<file path="config.mk">
export PLATFORM = sky130hd
export DESIGN_NAME = piopt_port
export DESIGN_NICKNAME = d
export VERILOG_FILES = /design/src/piopt_pkg.sv /design/src/piopt_port.sv
export SDC_FILE = /design/constraint.sdc
export NUM_CORES = 1
export LEC_CHECK = 0
export BUFFER_PORTS_ARGS = -buffer_cell sky130_fd_sc_hd__buf_4
export CORE_MARGIN = 10
export CORE_UTILIZATION = 40
export CTS_BUF_LIST = sky130_fd_sc_hd__clkbuf_8
export CTS_CLUSTER_SIZE = 30
export DETAILED_ROUTE_END_ITERATION = 6
export GPL_TIMING_DRIVEN = 0
export SYNTH_ARGS = -nofsm -noshare
export SYNTH_HDL_FRONTEND = slang
export SYNTH_SLANG_ARGS = --single-unit
</file>
<file path="constraint.sdc">
create_clock -name clock_in -period 2.15 [get_ports clock_in]
set_clock_uncertainty 0.05 [all_clocks]
set_input_delay 0 -clock clock_in [delete_from_list [all_inputs] [get_ports clock_in]]
set_output_delay 0 -clock clock_in [all_outputs]
set_load 0.01 [all_outputs]
</file>
<file path="src/piopt_pkg.sv">
// Shared constants and types for the parallel I/O port transaction block.
package piopt_pkg;
	localparam int DATA_W = 16;
	// Strobe width field: one unit per code step, code 0 gives one unit.
	localparam int WIDTH_W = 2;
	// One unit is two input-clock periods; the block clock runs at half
	// the input clock, so one unit is one block clock cycle.
	localparam int CKI_PER_UNIT = 2;
	localparam int CKI_PER_CLK = 2;
	localparam int UNIT_CYCLES = (CKI_PER_UNIT + CKI_PER_CLK - 1) / CKI_PER_CLK;
	localparam int CNT_W = 4;
	// Settle count loaded at strobe release; an active input word is captured two cycles later.
	localparam logic [CNT_W-1:0] SETTLE_LAST = 4'h1;
	localparam int FIFO_DEPTH = 2;
	localparam int PTR_W = 1;
	localparam int LVL_W = 2;
	localparam logic [LVL_W-1:0] FIFO_FULL = 2'h2;
	localparam logic [DATA_W-1:0] DATA_RST = 16'h0000;

	typedef enum logic [1:0] {
		ST_IDLE,
		ST_STROBE,
		ST_HOLD,
		ST_SETTLE
	} piopt_phase_t;

	typedef struct packed {
		piopt_phase_t                     phase;
		logic [CNT_W-1:0]                 cnt;
		logic [CNT_W-1:0]                 width;
		logic                             wr;
		logic                             sel;
		logic [DATA_W-1:0]                out_word;
		logic                             ist1;
		logic                             ist2;
		logic                             ist3;
		logic                             ost1;
		logic                             ost2;
		logic                             ost3;
		logic [DATA_W-1:0]                db1;
		logic [DATA_W-1:0]                db2;
		logic [DATA_W-1:0]                db3;
		logic                             bus_oe;
		logic [FIFO_DEPTH-1:0][DATA_W-1:0] mem;
		logic [PTR_W-1:0]                 wp;
		logic [PTR_W-1:0]                 rp;
		logic [LVL_W-1:0]                 level;
		logic                             overrun;
	} piopt_state_t;
endpackage

</file>
<file path="src/piopt_port.sv">
// Parallel I/O port: active and passive strobe transactions with input buffer.
`timescale 1ns/1ns
module piopt_port #(
	parameter int DATA_W = piopt_pkg::DATA_W
) (
	input  wire logic              clock_in,
	input  wire logic              rst_in,
	input  wire logic [1:0]        strobe_width_in,
	input  wire logic              out_strobe_drive_in,
	input  wire logic              in_strobe_drive_in,
	input  wire logic              cmd_valid_in,
	output logic                   cmd_ready_out,
	input  wire logic              cmd_write_in,
	input  wire logic              cmd_sel_in,
	input  wire logic [DATA_W-1:0] cmd_data_in,
	output logic                   rd_valid_out,
	input  wire logic              rd_ready_in,
	output logic [DATA_W-1:0]      rd_data_out,
	output logic                   overrun_out,
	output logic                   port_select_out,
	input  wire logic              input_strobe_n_in,
	output logic                   input_strobe_n_out,
	output logic                   input_strobe_n_oe_out,
	input  wire logic              output_strobe_n_in,
	output logic                   output_strobe_n_out,
	output logic                   output_strobe_n_oe_out,
	input  wire logic [DATA_W-1:0] parallel_data_bus_in,
	output logic [DATA_W-1:0]      parallel_data_bus_out,
	output logic                   parallel_data_bus_oe_out
);
	piopt_pkg::piopt_state_t s_q;
	piopt_pkg::piopt_state_t s_d;
	logic accept;
	logic push;
	logic pop;
	logic pass_in_edge;
	logic [DATA_W-1:0] push_data;
	logic [piopt_pkg::CNT_W-1:0] width_cyc;
	localparam int LVL_W = piopt_pkg::LVL_W;

	assign width_cyc = piopt_pkg::CNT_W'((32'(strobe_width_in) + 1)
		* piopt_pkg::UNIT_CYCLES);
	assign cmd_ready_out = (s_q.phase == piopt_pkg::ST_IDLE)
		&& (cmd_write_in || (in_strobe_drive_in
		&& s_q.level != piopt_pkg::FIFO_FULL));
	assign accept = cmd_valid_in && cmd_ready_out;
	assign pass_in_edge = !in_strobe_drive_in && s_q.ist2 && !s_q.ist3;
	assign rd_valid_out = s_q.level != '0;
	assign rd_data_out = s_q.mem[s_q.rp];
	assign pop = rd_valid_out && rd_ready_in;
	assign overrun_out = s_q.overrun;
	assign port_select_out = s_q.sel;
	assign input_strobe_n_oe_out = in_strobe_drive_in;
	assign output_strobe_n_oe_out = out_strobe_drive_in;
	assign input_strobe_n_out = !(s_q.phase == piopt_pkg::ST_STROBE
		&& !s_q.wr);
	assign output_strobe_n_out = !(s_q.phase == piopt_pkg::ST_STROBE
		&& s_q.wr);
	assign parallel_data_bus_out = s_q.out_word;
	assign parallel_data_bus_oe_out = s_q.bus_oe;

	always_comb begin
		s_d = s_q;
		push = 1'b0;
		push_data = s_q.db2;
		s_d.overrun = 1'b0;
		s_d.ist1 = input_strobe_n_in;
		s_d.ist2 = s_q.ist1;
		s_d.ist3 = s_q.ist2;
		s_d.ost1 = output_strobe_n_in;
		s_d.ost2 = s_q.ost1;
		s_d.ost3 = s_q.ost2;
		s_d.db1 = parallel_data_bus_in;
		s_d.db2 = s_q.db1;
		s_d.db3 = s_q.db2;
		unique case (s_q.phase)
			piopt_pkg::ST_IDLE: begin
				if (accept) begin
					s_d.phase = piopt_pkg::ST_STROBE;
					s_d.cnt = width_cyc - 1'b1;
					s_d.width = width_cyc;
					s_d.wr = cmd_write_in;
					s_d.sel = cmd_sel_in;
					if (cmd_write_in) begin
						s_d.out_word = cmd_data_in;
						if (!out_strobe_drive_in) begin
							s_d.phase = piopt_pkg::ST_IDLE;
						end
					end
				end
			end
			piopt_pkg::ST_STROBE: begin
				s_d.cnt = s_q.cnt - 1'b1;
				if (s_q.cnt == '0) begin
					s_d.phase = s_q.wr ? piopt_pkg::ST_HOLD
						: piopt_pkg::ST_SETTLE;
					s_d.cnt = piopt_pkg::SETTLE_LAST;
				end
			end
			piopt_pkg::ST_HOLD: begin
				s_d.phase = piopt_pkg::ST_IDLE;
			end
			piopt_pkg::ST_SETTLE: begin
				s_d.cnt = s_q.cnt - 1'b1;
				if (s_q.cnt == '0) begin
					s_d.phase = piopt_pkg::ST_IDLE;
					push = 1'b1;
				end
			end
		endcase
		// Passive capture uses the bus sample taken with the last low strobe.
		if (pass_in_edge) begin
			push_data = s_q.db3;
			if (s_q.level == piopt_pkg::FIFO_FULL && !pop) begin
				s_d.overrun = 1'b1;
			end else begin
				push = 1'b1;
			end
		end
		// Drive during an active write and one cycle after, or while a
		// host holds the output strobe low and one cycle after its release.
		// Only the second and third strobe flops are read, never the first.
		s_d.bus_oe = (s_d.phase == piopt_pkg::ST_STROBE && s_d.wr)
			|| s_d.phase == piopt_pkg::ST_HOLD
			|| (!out_strobe_drive_in
			&& (!s_q.ost2 || !s_q.ost3));
		if (push) begin
			s_d.mem[s_q.wp] = push_data;
			s_d.wp = s_q.wp + 1'b1;
		end
		if (pop) begin
			s_d.rp = s_q.rp + 1'b1;
		end
		s_d.level = s_q.level + LVL_W'(push) - LVL_W'(pop);
	end

	always_ff @(posedge clock_in) begin
		if (rst_in) begin
			s_q <= '0;
			s_q.phase <= piopt_pkg::ST_IDLE;
			s_q.ist1 <= 1'b1;
			s_q.ist2 <= 1'b1;
			s_q.ist3 <= 1'b1;
			s_q.ost1 <= 1'b1;
			s_q.ost2 <= 1'b1;
			s_q.ost3 <= 1'b1;
			s_q.out_word <= piopt_pkg::DATA_RST;
		end else begin
			s_q <= s_d;
		end
	end

	// Helper: length of the current low stretch of the driven strobes.
	logic [piopt_pkg::CNT_W-1:0] low_len_q;
	always_ff @(posedge clock_in) begin
		if (rst_in || s_q.phase != piopt_pkg::ST_STROBE) begin
			low_len_q <= '0;
		end else begin
			low_len_q <= low_len_q + 1'b1;
		end
	end

	chk_read_strobe_start: assert property (@(posedge clock_in)
		disable iff (rst_in) accept && !cmd_write_in
		|=> !input_strobe_n_out && output_strobe_n_out)
		else $error("active read did not assert the input strobe");
	chk_select_follows_cmd: assert property (@(posedge clock_in)
		disable iff (rst_in) accept
		|=> port_select_out == $past(cmd_sel_in))
		else $error("port select does not match addressed register");
	chk_strobe_width_units: assert property (@(posedge clock_in)
		disable iff (rst_in)
		s_q.phase == piopt_pkg::ST_STROBE && s_q.cnt == '0
		|-> low_len_q + 1'b1 == s_q.width)
		else $error("strobe width differs from programmed units");
	chk_write_drives_data: assert property (@(posedge clock_in)
		disable iff (rst_in) accept && cmd_write_in && out_strobe_drive_in
		|=> !output_strobe_n_out && parallel_data_bus_oe_out
		&& parallel_data_bus_out == $past(cmd_data_in))
		else $error("active write did not drive strobe and data");
	chk_write_data_hold: assert property (@(posedge clock_in)
		disable iff (rst_in) out_strobe_drive_in && $rose(output_strobe_n_out)
		|-> parallel_data_bus_oe_out ##1 !parallel_data_bus_oe_out)
		else $error("active write data not held one cycle past strobe");
	chk_read_capture: assert property (@(posedge clock_in)
		disable iff (rst_in) $rose(input_strobe_n_out) && s_q.level == '0
		|-> ##2 rd_valid_out && rd_data_out == $past(s_q.db1, 2))
		else $error("active input word not captured at strobe release");
	chk_passive_drive: assert property (@(posedge clock_in)
		disable iff (rst_in) !out_strobe_drive_in && $fell(s_q.ost2)
		|=> parallel_data_bus_oe_out [*1] ##0 parallel_data_bus_out
		== s_q.out_word)
		else $error("passive output did not drive the bus");
	chk_passive_hold: assert property (@(posedge clock_in)
		disable iff (rst_in) !out_strobe_drive_in && $rose(s_q.ost2)
		&& $stable(out_strobe_drive_in)
		|=> parallel_data_bus_oe_out ##1 !parallel_data_bus_oe_out)
		else $error("passive output data not held after release");
	chk_bus_released: assert property (@(posedge clock_in)
		disable iff (rst_in) parallel_data_bus_oe_out
		|-> s_q.phase == piopt_pkg::ST_HOLD || !out_strobe_drive_in
		|| (s_q.phase == piopt_pkg::ST_STROBE && s_q.wr))
		else $error("bus driven outside an output transaction");

	cov_active_read: cover property (@(posedge clock_in)
		disable iff (rst_in) accept && !cmd_write_in && strobe_width_in == 2'h3);
	cov_active_write: cover property (@(posedge clock_in)
		disable iff (rst_in) accept && cmd_write_in && out_strobe_drive_in);
	cov_passive_in: cover property (@(posedge clock_in)
		disable iff (rst_in) pass_in_edge);
	cov_passive_out: cover property (@(posedge clock_in)
		disable iff (rst_in) !out_strobe_drive_in && $fell(s_q.ost2));
endmodule // piopt_port

</file>
==> impl_metrics.tcl, run 1 <==
set metrics [dict create \
    status "completed" \
    cp-end-kind "flop" \
    ir_worst_vdd_uv 395 \
    slew-limit-headroom_pct 58.4 \
    yosysSeqAreaShare_pct 51.3 \
    clock_path_buffers 2 \
    fin_nets 659 \
    fin_area_um2 6330 \
    routed_via_density 4.74 \
    cts_tree "built" \
    finalHoldViolCount 0 \
    multi_input_area_um2 1910 \
    dpl_cell_area_um2 5380 \
    drc 0 \
    ios 85 \
    wl_met3_um 508 \
    total_power_mw 5.65 \
    holdCritPathClass "in -> reg" \
    worst_setup_path_start_kind "flop" \
    antenna_found_initial 0 \
    p_leak_nw 2.56 \
    diodes 0 \
    start_util_pct 41.3 \
    drive_gt1_share_pct 31.7 \
    synth.distinct_cells 37 \
    gp_congestion 0.799 \
    met1Wirelength_mm 5.02 \
    die_x_um 126 \
    post_drt_wl_per_cell_um 14.1 \
    worstPathArrival_ns 2.38 \
    critical_path_class "reg -> reg" \
    cp_max_fo 6 \
    drt_iter0_drc 148 \
    ant_nets 0 \
    track_usage_pct 13.4 \
    min_period_over_period_pct 99.3 \
    grt_max_degree 17 \
    ff2ff_setup_slack_ns 0.01 \
    port_buffers 83 \
    power.density_nw_per_um2 893 \
    dieArea_um2 16000 \
    chipHeight_um 126 \
    vias 3604 \
    fill_cells 944 \
    cp_data_required_time_ns 2.39 \
    overflow 0 \
    setup_viol 0 \
    cts_inserted_buffers 17 \
    synth_warnings 0 \
    clkTransAtPathRegs_ns 0.08 \
    rows 38 \
    clk_latency_ns 0.42 \
    ys_ff_latch 116 \
    cts_root_buffer "clkbuf_8" \
    routed_wl_mm 10.8 \
    min_period_ns 2.14 \
    synthToLayoutAreaGrowth_pct 39.6 \
    core_um2 11000 \
    hpwl_mm 7.71 \
    synth_nets 505 \
    tightest_slew_ns 0.625 \
    syn_inst 454 \
    syn_area_um2 4530 \
    dr.pass1.iters 4 \
    cts.sinks 116 \
    grt_pass1_wl_mm 17.7 \
    fmax_ghz 0.468 \
    grt_pass1_vias 3634 \
    drv_slew 0 \
    rsz0062_at_grt "yes" \
    regArea_um2 2330 \
    htree_num_levels 4 \
    maxCapViolations 0 \
    fin_setup_tns_ns 0 \
    syn_avg_cell_area_um2 9.98 \
    highest_layer "met4" \
    wl_met2_mm 5.13 \
]
[cell usage after synthesis]
master | instances | area share (%)
o311a_1 | 1 | 0.22
a21oi_1 | 55 | 6.1
nor4b_1 | 1 | 0.19
o21bai_1 | 1 | 0.17
a21o_1 | 2 | 0.33
nor3_1 | 4 | 0.44
o22ai_1 | 1 | 0.14
xor2_1 | 2 | 0.39
or3b_1 | 1 | 0.19
a22oi_1 | 1 | 0.17
ha_1 | 7 | 1.9
nand3_1 | 2 | 0.22
a32o_2 | 1 | 0.25
o21ai_0 | 1 | 0.11
a211oi_1 | 1 | 0.17
a31oi_1 | 2 | 0.28
dfxtp_1 | 116 | 51
a22o_1 | 1 | 0.19
buf_2 | 5 | 0.55
inv_1 | 10 | 0.83
buf_4 | 21 | 3.5
a311oi_1 | 32 | 6.2
a211o_1 | 1 | 0.19
nor2b_1 | 51 | 7.0
nor3b_1 | 3 | 0.50
and2_1 | 3 | 0.41
nor3b_2 | 3 | 0.83
buf_6 | 4 | 0.99
nor2_1 | 8 | 0.66
nand2b_1 | 1 | 0.14
xnor2_1 | 5 | 0.97
mux2i_1 | 18 | 4.0
mux2_2 | 16 | 4.0
nand2_1 | 41 | 3.4
clkbuf_1 | 24 | 2.0
a221oi_1 | 1 | 0.19
or2_2 | 7 | 0.97
[stage by stage]
stage / utilization, % / setup slack [ns] / instances / hold slack (ns)
after global routing: 57.6 / -0.0651 / 761 / 0.125
after CTS: 56.8 / -0.117 / 753 / 0.0930
final: 57.6 / 0.0142 / 761 / 0.111
after global placement: 49.0 / -0.202 / 677 / 0.136
after detailed placement: 49.0 / -0.244 / 677 / 0.136
after floorplan: - / -0.0271 / 454 / 0.0418
[timing repair]
action | CTS | global route
pin swaps | 1 | 3
gates resized for setup | 2 | 8
setup buffers | 2 | 10
cloned | 0 | 0
hold buffers | 42 | 0
hold endpoints to repair | 44 | 0
setup endpoints to repair | 11 | 12
[cell usage in the layout, fill, tap and decap left out, types with 3 or more instances in the layout]
master           n
buf_4          116
dfxtp_1        112
a21oi_1         55
nor2b_1         51
dlygate4sd3_1   42
nand2_1         41
a311oi_1        32
clkbuf_1        22
mux2i_1         18
clkbuf_8        17
mux2_2          16
nor2_1           8
or2_2            7
inv_1            6
inv_6            6
buf_2            5
xnor2_1          5
nor3_1           4
ha_1             4
clkinv_4         4
and2_1           3
nor3b_1          3
ha_4             3
bufinv_16        3
[power breakdown]
| group | switching [mW] | internal, mW |
|---|---|---|
| Sequential | 0.101 | 2.29 |
| Clock | 0.954 | 1.18 |
| Combinational | 0.518 | 0.607 |
| Total | 1.57 | 4.08 |
[cell type report]
type | count | share of cell area (%)
Tap cell | 140 | 2.77
Multi-Input combinational cell | 274 | 30.1
Timing Repair Buffer | 137 | 17.9
Clock buffer | 17 | 3.70
Inverter | 10 | 0.672
Clock inverter | 15 | 3.07
Sequential cell | 116 | 36.9
Buffer | 52 | 4.87
[critical path, stage by stage, from the launching register on]
cell and delay [ns]:
dfxtp_4 0.36, inv_4 0.07, ha_4 0.14, nor3b_4 0.18
a32o_2 0.25, buf_8 0.13, inv_4 0.04, ha_4 0.24
inv_2 0.04, ha_4 0.15, xor2_2 0.17, xnor2_1 0.12
nor2_1 0.05
[worst paths after layout]
path / start / to / cells after the start
worst min-delay path: rst_in / s_d[43]$_SDFF_PP0_ / 3
worst max register to register: s_q[114]$_SDFFE_PP0P_ / s_q[2]$_SDFF_PP0_ / 12
worst min register to register: s_d[90]$_SDFF_PP1_ / s_d[89]$_SDFF_PP1_ / 1
worst max-delay path: s_q[114]$_SDFFE_PP0P_ / s_q[2]$_SDFF_PP0_ / 12
[registers in the layout, indices dropped and copies added, names as in the netlist]
name                      flops
port_select_out               1
s_d                          36
parallel_data_bus_out        16
overrun_out                   1
s_q                          61
parallel_data_bus_oe_out      1
[cells by family after synthesis]
family	synth area share [%]
adder cells (fa/ha/maj)	1.93
XOR/XNOR	1.35
multiplexers	7.95
flip-flops	51.3
buffers and inverters	7.84
AND/OR/NAND/NOR	15.0
AO/OA/AOI/OAI	14.7
[layer usage]
layer / vias to the layer above / GRT usage, %
met4: 0 / 4.89
met3: 11 / 3.79
li1: 1865 / -
met2: 93 / 21.8
met5: - / 0
met1: 1635 / 16.5
Note: power is estimated with default switching activity, not from simulation.
==> inputs of run 2 (changes only) <==
--- a/config.mk
+++ b/config.mk
@@ -7,11 +7,12 @@
 export LEC_CHECK = 0
 export BUFFER_PORTS_ARGS = -buffer_cell sky130_fd_sc_hd__buf_4
 export CORE_MARGIN = 10
-export CORE_UTILIZATION = 40
+export CORE_UTILIZATION = 45
 export CTS_BUF_LIST = sky130_fd_sc_hd__clkbuf_8
 export CTS_CLUSTER_SIZE = 30
 export DETAILED_ROUTE_END_ITERATION = 6
 export GPL_TIMING_DRIVEN = 0
+export PLACE_DENSITY = 0.69
 export SYNTH_ARGS = -nofsm -noshare
 export SYNTH_HDL_FRONTEND = slang
 export SYNTH_SLANG_ARGS = --single-unit
==> run 2 against run 1 <==
Register-to-register slack improved by 0.04 ns. Clock power is 7% lower. Flip-flop and latch count unchanged. Hold slack lost 0.032 ns. Sequential share of layout area increased by 0.32 points. Final area down 1.2%. Via count rose by 0.22%. First-iteration DRC count up 2.7%. Fmax is 2.0% higher. Cell count shrank 1.3%. Critical endpoint unchanged. Largest cell class unchanged.
==> impl_metrics.tcl, run 2 (synthesis gave the netlist of run 1 again) <==
set metrics [dict create \
    setup_viol 0 \
    largest_register_ff_count 61 \
    synthToLayoutAreaGrowth_pct 38.0 \
    drive_gt1_share_pct 31.1 \
    tightest_slew_ns 0.552 \
    antenna_found_initial 0 \
    grt_pass1_wl_mm 17.3 \
    cp-end-kind "flop" \
    vias 3612 \
    total_power_mw 5.43 \
    cts_tree "built" \
    maxCapViolations 0 \
    clk_latency_ns 0.43 \
    overflow 0 \
    grt_pass1_vias 3579 \
    critical_path_class "reg -> reg" \
    worst_setup_path_start_kind "flop" \
    cp_max_fo 6 \
    worstPathArrival_ns 2.35 \
    finalHoldViolCount 0 \
    start_util_pct 46.4 \
    drc 0 \
    port_buffers 83 \
    gp_congestion 0.841 \
    chipHeight_um 120 \
    routed_via_density 4.81 \
    slowest_stage "dfxtp_2" \
    drv_slew 0 \
    cts_inserted_buffers 17 \
    cpPeakStageDelay_ns 0.34 \
    rows 36 \
    clkTransAtPathRegs_ns 0.08 \
    diodes 0 \
    clock_path_buffers 2 \
    holdCritPathClass "in -> reg" \
    slew-limit-headroom_pct 63.2 \
    dieArea_um2 14500 \
    rsz0062_at_grt "yes" \
    hpwl_mm 7.26 \
    ant_nets 0 \
    min_period_ns 2.09 \
    grt_max_degree 17 \
    dr.pass1.iters 5 \
    power.density_nw_per_um2 868 \
    path_common_cell "ha_4" \
    fin_area_um2 6250 \
    track_usage_pct 14.7 \
    htree_num_levels 4 \
    cts_root_buffer "clkbuf_8" \
    layout_commonest_cell "dfxtp_1" \
    die_x_um 120 \
    cts.sinks 116 \
    regMostFlops "s_q" \
    drt_iter0_drc 152 \
    final_util_pct 64.0 \
    mostFrequentLayoutCells "dfxtp_1 (114), buf_4 (113), a21oi_1 (55)" \
    cp_data_required_time_ns 2.41 \
    post_drt_wl_per_cell_um 14.0 \
    dpl_cell_area_um2 5370 \
    status "completed" \
    routed_wl_mm 10.5 \
    ios 85 \
    core_um2 9770 \
    p_leak_nw 2.53 \
    fmax_ghz 0.478 \
    fin_nets 656 \
    min_period_over_period_pct 97.4 \
    cp_cell_sequence "inv_2, ha_4, nor3b_4, a32o_2, buf_8, inv_4, ha_4, inv_2, ha_4, xor2_2, xnor2_1, nor2_1" \
    ir_worst_vdd_uv 457 \
]
-- run 2: cell types whose count changed in the layout (fill, tap and decap cells not counted), sizes merged --
cell	delta
bufinv	-2
buf	-3
clkinv	-4
clkinvlp	+2
inv	+4
-- run 2: where the power goes --
group / leakage (nW) / total (mW) / internal (mW) / switching (mW)
Clock: 0.197 / 1.98 / 0.969 / 1.01
Sequential: 0.948 / 2.38 / 2.28 / 0.104
Combinational: 1.38 / 1.07 / 0.575 / 0.492
Total: 2.53 / 5.43 / 3.82 / 1.60
-- run 2: metal layers --
| layer | share of wire [%] | routed length, µm | up-vias | GRT usage [%] |
|---|---|---|---|---|
| li1 | - | - | 1862 | - |
| met1 | 46 | 4790 | 1634 | 17.7 |
| met2 | 48 | 5000 | 105 | 23.5 |
| met3 | 5.5 | 582 | 11 | 5.21 |
| met4 | 1.3 | 139 | 0 | 5.88 |
| met5 | 0 | 0 | - | 0 |
-- run 2: final cells by class --
type | instances | area, µm²
inverters | 10 | 40.0
clock buffers | 17 | 234
multi-input cells | 274 | 1910
flip-flops and latches | 116 | 2320
plain buffers | 52 | 308
well taps | 133 | 166
clock inverters | 15 | 160
fillers | 803 | 3520
repair buffers | 134 | 1110
-- run 2: path summary, 6_finish.rpt --
kind	slack, ns	endpoint	from	cells after the start
min reg2reg	0.36	s_d[86]$_SDFF_PP1_	s_d[87]$_SDFF_PP1_	1
max	0.06	s_q[2]$_SDFF_PP0_	s_q[114]$_SDFFE_PP0P_	12
max reg2reg	0.06	s_q[2]$_SDFF_PP0_	s_q[114]$_SDFFE_PP0P_	12
min	0.08	s_d[64]$_SDFF_PP0_	rst_in	3
-- run 2: per-stage QoR --
stage                     cells  hold WS, ns  setup WS [ns]  TNS, ns
final                       751       0.0789         0.0563        0
after global routing        751       0.0927        -0.0644  -0.0644
after CTS                   745       0.0538         -0.141   -0.141
after detailed placement    670        0.138         -0.224   -0.261
after global placement      670        0.136         -0.197   -0.214
after floorplan             454       0.0418        -0.0271  -0.0271
-- run 2: repair_timing --
action,in CTS,in global routing
hold buffers,42,0
buffers inserted,1,8
endpoints found under the setup margin,11,11
gates resized for setup,3,3
endpoints found under the hold margin,44,0
pin swaps,1,2
-- run 2: critical path, delay by kind of cell, from the launching register on --
kind / cells / cell delay, ns
fa+ha+maj: 3 / 0.54
flops: 1 / 0.34
simple gates: 2 / 0.23
buf+inv: 4 / 0.29
compound gates: 1 / 0.23
xor+xnor: 2 / 0.28
